<file path="src/fcs_regs.vh">
// Register map, field positions and constants of the flash command sequencer
`ifndef FCS_REGS_VH
`define FCS_REGS_VH
`define FCS_ADR_W 8
`define FCS_OFS_DIV 8'h00
`define FCS_OFS_STAT 8'h04
`define FCS_OFS_IDX 8'h08
`define FCS_OFS_PARAM 8'h0c
`define FCS_OFS_CTRL 8'h10
`define FCS_OFS_IRQ_STAT 8'h14
`define FCS_OFS_IRQ_MASK 8'h18
`define FCS_OFS_RSV4 8'h13
`define FCS_OFS_PROT 8'h20
`define FCS_DIV_LOADED_BIT 7
`define FCS_ST_CCF 7
`define FCS_ST_ACC 5
`define FCS_ST_PV 4
`define FCS_ST_VE 1
`define FCS_ST_UE 0
`define FCS_CMD_PROG 8'h06
`define FCS_CMD_ONCE 8'h07
`define FCS_IDX_PROG 3'h5
`define FCS_IDX_ONCE 3'h5
`define FCS_ONCE_MAX 16'h0007
`define FCS_PHRASES 8
`define FCS_ERASED 64'hffffffffffffffff
`define FCS_ALIGN_MASK 3'h7
`define FCS_FLASH_TOP 7'h7f
`define FCS_FLASH_BOT 7'h78
`define FCS_TB_CNT_W 7
`define FCS_OP_CYCLES 8'h20
`define FCS_IRQ_DONE 0
`define FCS_IRQ_ERR 1
`endif

</file>
<file path="src/fcs_once_store.v">
// Reserved one-time field: eight phrases of four words with written marks
`default_nettype none
module fcs_once_store (
  input wire clk_i,
  input wire rst_i,
  input wire wr_i,
  input wire [2:0] idx_i,
  input wire [63:0] data_i,
  output wire used_o,
  output wire [63:0] data_o
);
`include "fcs_regs.vh"
  reg [63:0] mem [0:`FCS_PHRASES-1];
  reg [`FCS_PHRASES-1:0] used;
  integer i;
  always @(posedge clk_i) begin
    if (rst_i) begin
      used <= 8'h00;
      for (i = 0; i < `FCS_PHRASES; i = i + 1) begin
        mem[i] <= `FCS_ERASED;
      end
    end else if (wr_i && !used[idx_i]) begin
      mem[idx_i] <= data_i;
      used[idx_i] <= 1'b1;
    end
  end
  assign used_o = used[idx_i];
  assign data_o = mem[idx_i];
endmodule // fcs_once_store
`default_nettype wire

</file>
<file path="src/fcs_timebase.v">
// Divides the oscillator clock down to the program timebase
`default_nettype none
module fcs_timebase (
  input wire clk_i,
  input wire rst_i,
  input wire osc_i,
  input wire [6:0] div_i,
  output reg tick_o
);
`include "fcs_regs.vh"
  reg osc_s0;
  reg osc_s1;
  reg osc_d;
  reg [`FCS_TB_CNT_W-1:0] cnt;
  always @(posedge clk_i) begin
    if (rst_i) begin
      osc_s0 <= 1'b0;
      osc_s1 <= 1'b0;
      osc_d <= 1'b0;
      cnt <= 7'h00;
      tick_o <= 1'b0;
    end else begin
      osc_s0 <= osc_i;
      osc_s1 <= osc_s0;
      osc_d <= osc_s1;
      tick_o <= 1'b0;
      if (osc_s1 && !osc_d) begin
        // Divide by div+1 oscillator periods
        if (cnt >= div_i) begin
          cnt <= 7'h00;
          tick_o <= 1'b1;
        end else begin
          cnt <= cnt + 7'h01;
        end
      end
    end
  end
endmodule // fcs_timebase
`default_nettype wire

</file>
<file path="src/fcs_top.v">
// Flash command sequencer: timebase divider, program checks, program-once field
// How it works
// - A divider write while the complete flag is set sets the loaded flag; clear means unwritten
// - Unloaded divider: any command refused, access error set
// - Program command with index pointer not 101 sets access error
// - Program command in a mode lacking it sets access error
// - Invalid 23-bit global address on program sets access error
// - Program address low three bits not zero sets access error
// - Protected address sets protection violation and skips programming
// - Verify sets the error status bit and the uncorrectable status bit
// - Program-once writes only the 8-phrase reserved field
// - Launch checks (erased only for program-once), programs, verifies, then sets complete flag
// - A second program of a used reserved phrase is refused
`default_nettype none
module fcs_top (
  input wire clk_i,
  input wire rst_i,
  input wire osc_i,
  input wire mode_ok_i,
  input wire verify_err_i,
  input wire verify_unc_i,
  input wire wb_cyc_i,
  input wire wb_stb_i,
  input wire wb_we_i,
  input wire [7:0] wb_adr_i,
  input wire [3:0] wb_sel_i,
  input wire [31:0] wb_dat_i,
  output reg [31:0] wb_dat_o,
  output reg wb_ack_o,
  output reg busy_o,
  output reg irq_o
);
`include "fcs_regs.vh"
  localparam ST_IDLE = 4'h1;
  localparam ST_CHECK = 4'h2;
  localparam ST_WORK = 4'h4;
  localparam ST_DONE = 4'h8;

  reg [6:0] div_ratio;
  reg div_loaded;
  reg acc_err;
  reg prot_err;
  reg ver_err;
  reg unc_err;
  reg ccf;
  reg [2:0] cidx;
  reg [15:0] param [0:5];
  reg [6:0] prot_lo;
  reg [1:0] irq_stat;
  reg [1:0] irq_mask;
  reg [3:0] state;
  reg [7:0] work_cnt;
  reg mode_s0;
  reg mode_s1;
  reg ve_s0;
  reg ve_s1;
  reg ue_s0;
  reg ue_s1;
  reg once_wr;
  reg is_once;
  wire tick;
  wire once_used;
  wire [63:0] once_q;
  wire [22:0] gaddr;
  wire acc;
  wire wr;
  wire rd;
  wire [7:0] stat_byte;
  integer k;
  reg [31:0] next_rdata;
  wire [7:0] cmd_code;
  wire done_evt;
  wire err_evt;

  assign acc = wb_cyc_i && wb_stb_i && !wb_ack_o;
  assign wr = acc && wb_we_i && wb_sel_i[0];
  assign rd = acc && !wb_we_i;
  assign gaddr = {param[0][6:0], param[1]};
  assign stat_byte = {ccf, 1'b0, acc_err, prot_err, 2'b00, ver_err, unc_err};
  assign cmd_code = param[0][15:8];
  assign done_evt = (state == ST_DONE);
  assign err_evt = done_evt && (acc_err || prot_err || ver_err);

  // Program address is valid if inside the flash window
  function addr_ok;
    input [22:0] a;
    begin
      addr_ok = (a[22:16] >= `FCS_FLASH_BOT) && (a[22:16] <= `FCS_FLASH_TOP);
    end
  endfunction

  // Write strobe of one register offset
  function wr_hit;
    input [7:0] ofs;
    begin
      wr_hit = wr && (wb_adr_i == ofs);
    end
  endfunction

  fcs_timebase u_tb (
    .clk_i(clk_i),
    .rst_i(rst_i),
    .osc_i(osc_i),
    .div_i(div_ratio),
    .tick_o(tick)
  );

  fcs_once_store u_once (
    .clk_i(clk_i),
    .rst_i(rst_i),
    .wr_i(once_wr),
    .idx_i(param[1][2:0]),
    .data_i({param[2], param[3], param[4], param[5]}),
    .used_o(once_used),
    .data_o(once_q)
  );

  // Synchronise external status levels
  always @(posedge clk_i) begin
    if (rst_i) begin
      mode_s0 <= 1'b0;
      mode_s1 <= 1'b0;
      ve_s0 <= 1'b0;
      ve_s1 <= 1'b0;
      ue_s0 <= 1'b0;
      ue_s1 <= 1'b0;
    end else begin
      mode_s0 <= mode_ok_i;
      mode_s1 <= mode_s0;
      ve_s0 <= verify_err_i;
      ve_s1 <= ve_s0;
      ue_s0 <= verify_unc_i;
      ue_s1 <= ue_s0;
    end
  end

  // Read data of the addressed register
  always @* begin
    next_rdata = 32'h00000000;
    case (wb_adr_i)
      `FCS_OFS_DIV: next_rdata = {24'h000000, div_loaded, div_ratio};
      `FCS_OFS_STAT: next_rdata = {24'h000000, stat_byte};
      `FCS_OFS_IDX: next_rdata = {29'h00000000, cidx};
      `FCS_OFS_PARAM: begin
        if (cidx <= `FCS_IDX_PROG) begin
          next_rdata = {16'h0000, param[cidx]};
        end
      end
      `FCS_OFS_PROT: next_rdata = {25'h0000000, prot_lo};
      `FCS_OFS_IRQ_STAT: next_rdata = {30'h00000000, irq_stat};
      `FCS_OFS_IRQ_MASK: next_rdata = {30'h00000000, irq_mask};
      `FCS_OFS_CTRL: next_rdata = {31'h00000000, is_once};
      default: next_rdata = 32'h00000000;
    endcase
  end

  // Sticky interrupt status, mask and level output
  always @(posedge clk_i) begin
    if (rst_i) begin
      irq_stat <= 2'h0;
      irq_mask <= 2'h0;
      irq_o <= 1'b0;
    end else begin
      irq_o <= |(irq_stat & irq_mask);
      if (wr_hit(`FCS_OFS_IRQ_MASK) && ccf) begin
        irq_mask <= wb_dat_i[1:0];
      end
      if (wr_hit(`FCS_OFS_IRQ_STAT)) begin
        irq_stat <= irq_stat & ~wb_dat_i[1:0];
      end
      if (done_evt) begin
        irq_stat[`FCS_IRQ_DONE] <= 1'b1;
      end
      if (err_evt) begin
        irq_stat[`FCS_IRQ_ERR] <= 1'b1;
      end
    end
  end

  // Bus slave, register file and command sequencer
  always @(posedge clk_i) begin
    if (rst_i) begin
      wb_ack_o <= 1'b0;
      wb_dat_o <= 32'h00000000;
      div_ratio <= 7'h00;
      div_loaded <= 1'b0;
      acc_err <= 1'b0;
      prot_err <= 1'b0;
      ver_err <= 1'b0;
      unc_err <= 1'b0;
      ccf <= 1'b1;
      cidx <= 3'h0;
      prot_lo <= 7'h7f;
      state <= ST_IDLE;
      work_cnt <= 8'h00;
      once_wr <= 1'b0;
      is_once <= 1'b0;
      busy_o <= 1'b0;
      for (k = 0; k < 6; k = k + 1) begin
        param[k] <= 16'h0000;
      end
    end else begin
      wb_ack_o <= acc;
      once_wr <= 1'b0;
      busy_o <= (state != ST_IDLE);
      if (rd) begin
        wb_dat_o <= next_rdata;
      end
      if (wr && ccf) begin
        case (wb_adr_i)
          `FCS_OFS_DIV: begin
            div_ratio <= wb_dat_i[6:0];
            div_loaded <= 1'b1;
          end
          `FCS_OFS_IDX: cidx <= wb_dat_i[2:0];
          `FCS_OFS_PARAM: begin
            if (cidx <= 3'h5) begin
              param[cidx] <= wb_dat_i[15:0];
            end
          end
          `FCS_OFS_PROT: prot_lo <= wb_dat_i[6:0];
          default: ;
        endcase
      end
      // Write-one clears access and protection errors; launch by writing one to complete flag
      if (wr_hit(`FCS_OFS_STAT)) begin
        if (wb_dat_i[`FCS_ST_ACC]) begin
          acc_err <= 1'b0;
        end
        if (wb_dat_i[`FCS_ST_PV]) begin
          prot_err <= 1'b0;
        end
        if (wb_dat_i[`FCS_ST_CCF] && ccf && !acc_err && !prot_err) begin
          ccf <= 1'b0;
          ver_err <= 1'b0;
          unc_err <= 1'b0;
          state <= ST_CHECK;
        end
      end
      case (state)
        ST_IDLE: ;
        ST_CHECK: begin
          is_once <= (cmd_code == `FCS_CMD_ONCE);
          state <= ST_DONE;
          if (!div_loaded) begin
            acc_err <= 1'b1;
          end else if (cmd_code == `FCS_CMD_PROG) begin
            if (cidx != `FCS_IDX_PROG) begin
              acc_err <= 1'b1;
            end else if (!mode_s1) begin
              acc_err <= 1'b1;
            end else if (!addr_ok(gaddr)) begin
              acc_err <= 1'b1;
            end else if ((gaddr[2:0] & `FCS_ALIGN_MASK) != 3'h0) begin
              acc_err <= 1'b1;
            end else if (gaddr[22:16] >= prot_lo) begin
              prot_err <= 1'b1;
            end else begin
              work_cnt <= 8'h00;
              state <= ST_WORK;
            end
          end else if (cmd_code == `FCS_CMD_ONCE) begin
            if (cidx != `FCS_IDX_ONCE || !mode_s1) begin
              acc_err <= 1'b1;
            end else if (param[1] > `FCS_ONCE_MAX) begin
              acc_err <= 1'b1;
            end else if (once_used) begin
              acc_err <= 1'b1;
            end else if (once_q != `FCS_ERASED) begin
              acc_err <= 1'b1;
            end else begin
              work_cnt <= 8'h00;
              state <= ST_WORK;
            end
          end else begin
            acc_err <= 1'b1;
          end
        end
        ST_WORK: begin
          // Timed programming on the divided timebase
          if (tick) begin
            work_cnt <= work_cnt + 8'h01;
          end
          if (work_cnt == `FCS_OP_CYCLES) begin
            once_wr <= is_once;
            state <= ST_DONE;
            ver_err <= ve_s1;
            unc_err <= ue_s1;
          end
        end
        ST_DONE: begin
          ccf <= 1'b1;
          state <= ST_IDLE;
        end
        default: state <= ST_IDLE;
      endcase
    end
  end
endmodule // fcs_top
`default_nettype wire

</file>
<file path="config.mk">
export PLATFORM = sky130hd
export DESIGN_NAME = fcs_top
export DESIGN_NICKNAME = d
export VERILOG_FILES = /design/src/fcs_once_store.v /design/src/fcs_timebase.v /design/src/fcs_top.v
export VERILOG_INCLUDE_DIRS = /design/src /design/src/src
export SDC_FILE = /design/constraint.sdc
export NUM_CORES = 1
export LEC_CHECK = 0
export ABC_CLOCK_PERIOD_IN_PS = 15500
export BUFFER_PORTS_ARGS = -buffer_cell sky130_fd_sc_hd__buf_2
export CAP_MARGIN = 0
export CORE_ASPECT_RATIO = 0.7
export CORE_MARGIN = 2
export CORE_UTILIZATION = 50
export CTS_CLUSTER_DIAMETER = 100
export CTS_CLUSTER_SIZE = 25
export DETAILED_ROUTE_END_ITERATION = 8
export MAX_ROUTING_LAYER = met4
export PLACE_DENSITY = 0.68
export SLEW_MARGIN = 0
export SYNTH_ARGS = -nofsm -noshare
export SYNTH_HDL_FRONTEND = slang
export SYNTH_SLANG_ARGS = --single-unit
export TNS_END_PERCENT = 20
</file>
<file path="constraint.sdc">
create_clock -name clk_i -period 15.5 [get_ports clk_i]
set_input_delay 0.775 -clock clk_i [delete_from_list [all_inputs] [get_ports clk_i]]
set_output_delay 0.775 -clock clk_i [all_outputs]
set_load 0.05 [all_outputs]
</file>
Yosys cells after proc, flatten, opt, wreduce, memory -nomap -nowiden
Memory sizes are Yosys's and may differ from the RTL's. A register that Yosys moved wholly into a read port is not among the register bits.
Index checks and enable logic that the tools add are counted.
W data, S select, Z words.
{"block": "totals", "memories": 2, "mem_bits_rw": 608, "input_bits": 53, "out_inout_bits": 35, "elab_cells": 215, "regBits": 101}
{"name": "u_once.mem", "words": 8, "width": 64, "read_ports": 1, "rd_ports_with_merged_regs": 0, "write_ports": 8, "line": "fcs_once_store.v:13", "rtl": "reg [63:0] mem [0:`FCS_PHRASES-1];"}
{"name": "param", "words": 6, "width": 16, "read_ports": 7, "rd_ports_with_merged_regs": 1, "write_ports": 6, "line": "fcs_top.v:47", "rtl": "reg [15:0] param [0:5];"}
{"block": "op_classes", "mux": 91, "magnitude_cmp": 8, "bitwise": 7, "reduce_logical": 44, "n_eq_ne": 29, "n_addsub": 2}
{"op": "$pmux W16 S8", "n": 1}
{"op": "$mux W8", "n": 13}
{"op": "$mux W64", "n": 1}
{"op": "$ne A64 B64 Y1 const B", "n": 1}
{"op": "$reduce_or A64 Y1", "n": 1}
{"op": "$mux W4", "n": 15}
{"op": "$mux W1", "n": 49}
{"op": "$ne A3 B3 Y1 const B", "n": 11}
{"op": "$mux W16", "n": 2}
{"op": "$eq A8 B3 Y1 const B", "n": 3}
{"op": "$eq A8 B5 Y1 const B", "n": 3}
{"op": "$logic_and A1 B1 Y1", "n": 18}
{"op": "$eq A8 B4 Y1 const B", "n": 2}
{"op": "$eq A8 B6 Y1 const B", "n": 2}
{"op": "$gt A16 B3 Y1 const B", "n": 1}
{"op": "$pmux W8 S2", "n": 1}
{"op": "$reduce_or A16 Y1", "n": 1}
{"op": "$ge A7 B7 Y1", "n": 2}
{"op": "$reduce_and A13 Y1", "n": 1}
{"op": "$mux W3", "n": 4}
{"op": "$pmux W4 S3", "n": 1}
{"op": "$add A8 B1 Y8 const B", "n": 1}
{"op": "$logic_not A8 Y1", "n": 1}
{"op": "$or A8 B8 Y8", "n": 1}
{"op": "other kinds (27)", "n": 45}

Depth between registers and ports, before layout
{"block": "depth", "ltp_word": 14, "depth_mapped": 14, "depth_no_buf": 11}

Cells and area by module
A second synthesis with hierarchy kept.
{"block": "unflattened", "cells_unflattened": 2472, "area_unflattened_um2": 32073.3}
{"mod": "fcs_once_store", "n_inst": 1, "cells_per_inst": 1685, "area_per_inst_um2": 22695.5}
{"mod": "fcs_top", "n_inst": 1, "cells_per_inst": 722, "area_per_inst_um2": 8703.3}
{"mod": "fcs_timebase", "n_inst": 1, "cells_per_inst": 65, "area_per_inst_um2": 674.4}

Worst setup path before layout
OpenSTA, ideal clock, no wires.
{"block": "synth_timing", "path_kind": "reg2reg", "from": "memory param[1][1]", "to": "memory u_once.mem[4][0], enable pin", "arrival_ns": 6.400, "required_time_ns": 14.926, "setup_slack_ns": 8.525, "path_stages_with_launch": 10, "period_less_slack_ns": 6.975, "cell_sequence": "edfxtp_1 -> buf_2 -> mux4_2 -> nand2_1 -> nand2_1 -> nor3b_2 -> nand2_1 -> clkbuf_1 -> clkbuf_1 -> o21ai_0"}
{"item": "start, declared", "line": "fcs_top.v:47"}
{"item": "end, declared", "line": "fcs_once_store.v:13"}

==> results.sh <==
export IMPL_status="completed"
export IMPL_fp_row_count=78
export IMPL_critPathSlowestCell="and2_1"
export IMPL_fp_coreArea_um2=64700
export IMPL_dp_hpwl_um=55700
export IMPL_drive_gt1_share_pct=18.7
export IMPL_cts_root_buf="clkbuf_16"
export IMPL_initial_utilization_pct=50.5
export IMPL_dieArea_um2=67500
export IMPL_clk_latency_ns=0.59
export IMPL_hold_viol=0
export IMPL_vias=21200
export IMPL_crit_type="register to register"
export IMPL_ys_flop_type="edfxtp_1"
export IMPL_crit_family="simple AND/OR/NAND/NOR gates"
export IMPL_synthArstFlopShare_pct=0
export IMPL_drc=0
export IMPL_routed_wl_um=91900
export IMPL_final_util_pct=53.6
export IMPL_postRouteAntennaNets=0
export IMPL_clock_sinks=728
export IMPL_vias_per_cell=6.34
export IMPL_crit_path_end_kind="register"
export IMPL_place_gp_congestion=0.900
export IMPL_yosys_warnings=0
export IMPL_setup_viol=0
export IMPL_crit_required_ns=15.96
export IMPL_ys_ff_latch=728
export IMPL_slew_violations=0
export IMPL_start_kind="register"
export IMPL_synth_mux_area_share_pct=7.33
export IMPL_fillerInstances=5359
export IMPL_layout_nets=2509
export IMPL_clk_path_buf_depth=3
export IMPL_clk_pin_slew_ns=0.10
export IMPL_yosys_area_share_simple_pct=17.2
export IMPL_yosys_area_share_xor_xnor_pct=0.107
export IMPL_ys_types=84
export IMPL_wire_per_inst_um=27.5
export IMPL_htree_num_levels=2
export IMPL_die_height_um=218
export IMPL_fin_crit_sh_pct=32.8
export IMPL_cts_tree="yes"
export IMPL_cts_resized=0
export IMPL_drt_first_iter_violations=3040
export IMPL_yosysSeqAreaShare_pct=64.2
export IMPL_period_needed_ns=5.08
export IMPL_netlist_area_um2=32700
export IMPL_grt_max_degree=121
export IMPL_p_leak_nw=11.1
export IMPL_path_cells="buf_12, buf_4, and2_1, a221oi_1, o22ai_1, nand2_1, or4bb_1, nor4_1, nand3_1, nand2_1, a311oi_1"
export IMPL_port_buffer_count=52
export IMPL_cts_buffers_inserted=35
export IMPL_grt_pass1_wl_um=135000
export IMPL_avgSynthCellArea_um2=13.3
export IMPL_netlist_top_cells_area="edfxtp_1 59%, dfxtp_1 5.4%, or3_1 5.0%, mux4_2 4.3%, or2_2 3.7%"
export IMPL_grt_pass1_vias=20300
export IMPL_max_freq_mhz=197
export IMPL_pin_count=88
export IMPL_worst_path_buf_inv=2
export IMPL_yosysTopAreaCellShare_pct=58.8
export IMPL_num_antenna_cells=0
export IMPL_critPathMaxFanout=104
export IMPL_syn_inst=2466
export IMPL_rsz0062_at_grt="false"
export IMPL_cts_setup_buffers=0
export IMPL_overflow=0
export IMPL_synth_fa_ha_area_share_pct=0.651
export IMPL_cap_viol_max_count=0
export IMPL_slew_headroom_pct=10.0
export IMPL_crit_arrival_ns=5.54
export IMPL_clock_skew_ns=0.0282
export IMPL_syn_to_final_growth_pct=6.13
export IMPL_peakVddDrop_uv=84.1
export IMPL_synth_compound_area_share_pct=6.90
export IMPL_cpMostUsedCell="nand2_1"
export IMPL_synth_top_family_by_area="simple AND/OR/NAND/NOR gates"
export IMPL_fin_setup_tns_ns=0
export IMPL_critPathMaxStageDelay_ns=0.72
export IMPL_cts_hold_buf=0
export IMPL_die_w_um=310
export IMPL_antenna_found_initial=4
export IMPL_hold_path_class="input pin to register"
export IMPL_yosysTopAreaCell="edfxtp_1"
export IMPL_synth_edf_count=640
export IMPL_power_density_nw_per_um2=101
export IMPL_drt_pass1_iterations=6
export IMPL_worstMarginPinSlew_ns=1.34
export IMPL_grtUsageTotal_pct=28.1
layer usage:
| layer | share of wire, % | track usage [%] |
|---|---|---|
| met5 | 0 | - |
| met4 | 1.9 | 5.16 |
| met3 | 11 | 5.85 |
| met2 | 44 | 39.9 |
| met1 | 43 | 42.1 |
flip-flops by register name, indices dropped and copies added, names as in the netlist, 2 cells and up, named ones only:
name         count
u_once.used      8
cidx             3
work_cnt         8
irq_stat         2
prot_lo          7
param          128
u_tb.cnt         7
state            4
u_once.mem     512
div_ratio        7
irq_mask         2
wb_dat_o        16
placed cells by master (no fill, tap or decap), drive strengths merged, types with 21 or more instances in the layout:
cell    Yosys  layout
conb        1      48
mux2       31      31
nand2     128     128
nor3       21      21
inv        43      44
dfxtp      88      88
edfxtp    640     640
nand4      21      21
nand3      52      52
mux4       62      62
a21oi      49      49
or2       195     195
clkbuf    125      55
a221oi     34      34
nand2b     52      52
or3       259     259
a22oi      42      42
or2b       22      22
buf        77      91
nor2      146     146
o21ai      60      60
mux2i      65      65
cell type report:
type                            instances  area (µm²)  share of cell area [%]
Clock buffer                           55         972                    2.80
Clock inverter                          3        55.1                   0.159
Inverter                               43         161                   0.465
Multi-Input combinational cell       1540       10800                    31.2
Sequential cell                       728       21000                    60.5
Tap cell                              880        1100                    3.17
Timing Repair Buffer                   91         591                    1.70
final timing paths:
check             cells past startpoint  slack [ns]        start     endpoint
setup / recovery                     11       10.42  param[1][0]      acc_err
hold / removal                        2        0.40        osc_i  u_tb.osc_s0
setup reg to reg                     11       10.42  param[1][0]      acc_err
hold reg to reg                       2        0.44        ve_s1      ver_err
synthesized netlist by cell type, types with 49 or more instances:
cell / n
nand2_1: 127
mux2i_1: 65
nand2b_1: 52
a21oi_1: 49
nand3_1: 52
o21ai_0: 56
or3_1: 259
clkbuf_1: 125
nor2_1: 145
edfxtp_1: 640
dfxtp_1: 88
or2_2: 195
mux4_2: 62
cell families after synthesis:
family / after synthesis
flip-flops: 728
AND/OR/NAND/NOR: 999
AO/OA/AOI/OAI: 314
buffers and inverters: 245
adder cells (fa/ha/maj): 17
other: 1
multiplexers: 158
XOR/XNOR: 4
worst reg2reg max path, stage by stage (launching register included):
cell and delay [ns]:
edfxtp_1 0.46, buf_12 0.51, buf_4 0.78, and2_1 0.77
a221oi_1 0.21, o22ai_1 0.30, nand2_1 0.08, or4bb_1 0.50
nor4_1 0.72, nand3_1 0.34, nand2_1 0.18, a311oi_1 0.09
per-stage QoR:
stage	setup WS [ns]	instance area (µm²)	power, mW	cells	hold WS [ns]
floorplan	8.53	32900	2.40	2513	0.414
global placement	10.61	33700	2.48	3282	0.418
detailed placement	10.60	33700	2.49	3282	0.434
CTS	10.58	34700	3.51	3340	0.372
global route	10.34	34700	3.60	3340	0.382
finish	10.42	34700	3.51	3340	0.395
report_power, final:
part	leakage (nW)	internal (mW)	switching [mW]
clock	0.489	0.445	0.616
combinational	3.43	0.0563	0.142
sequential	7.20	2.20	0.0438
Note: power is estimated with default switching activity, not from simulation.
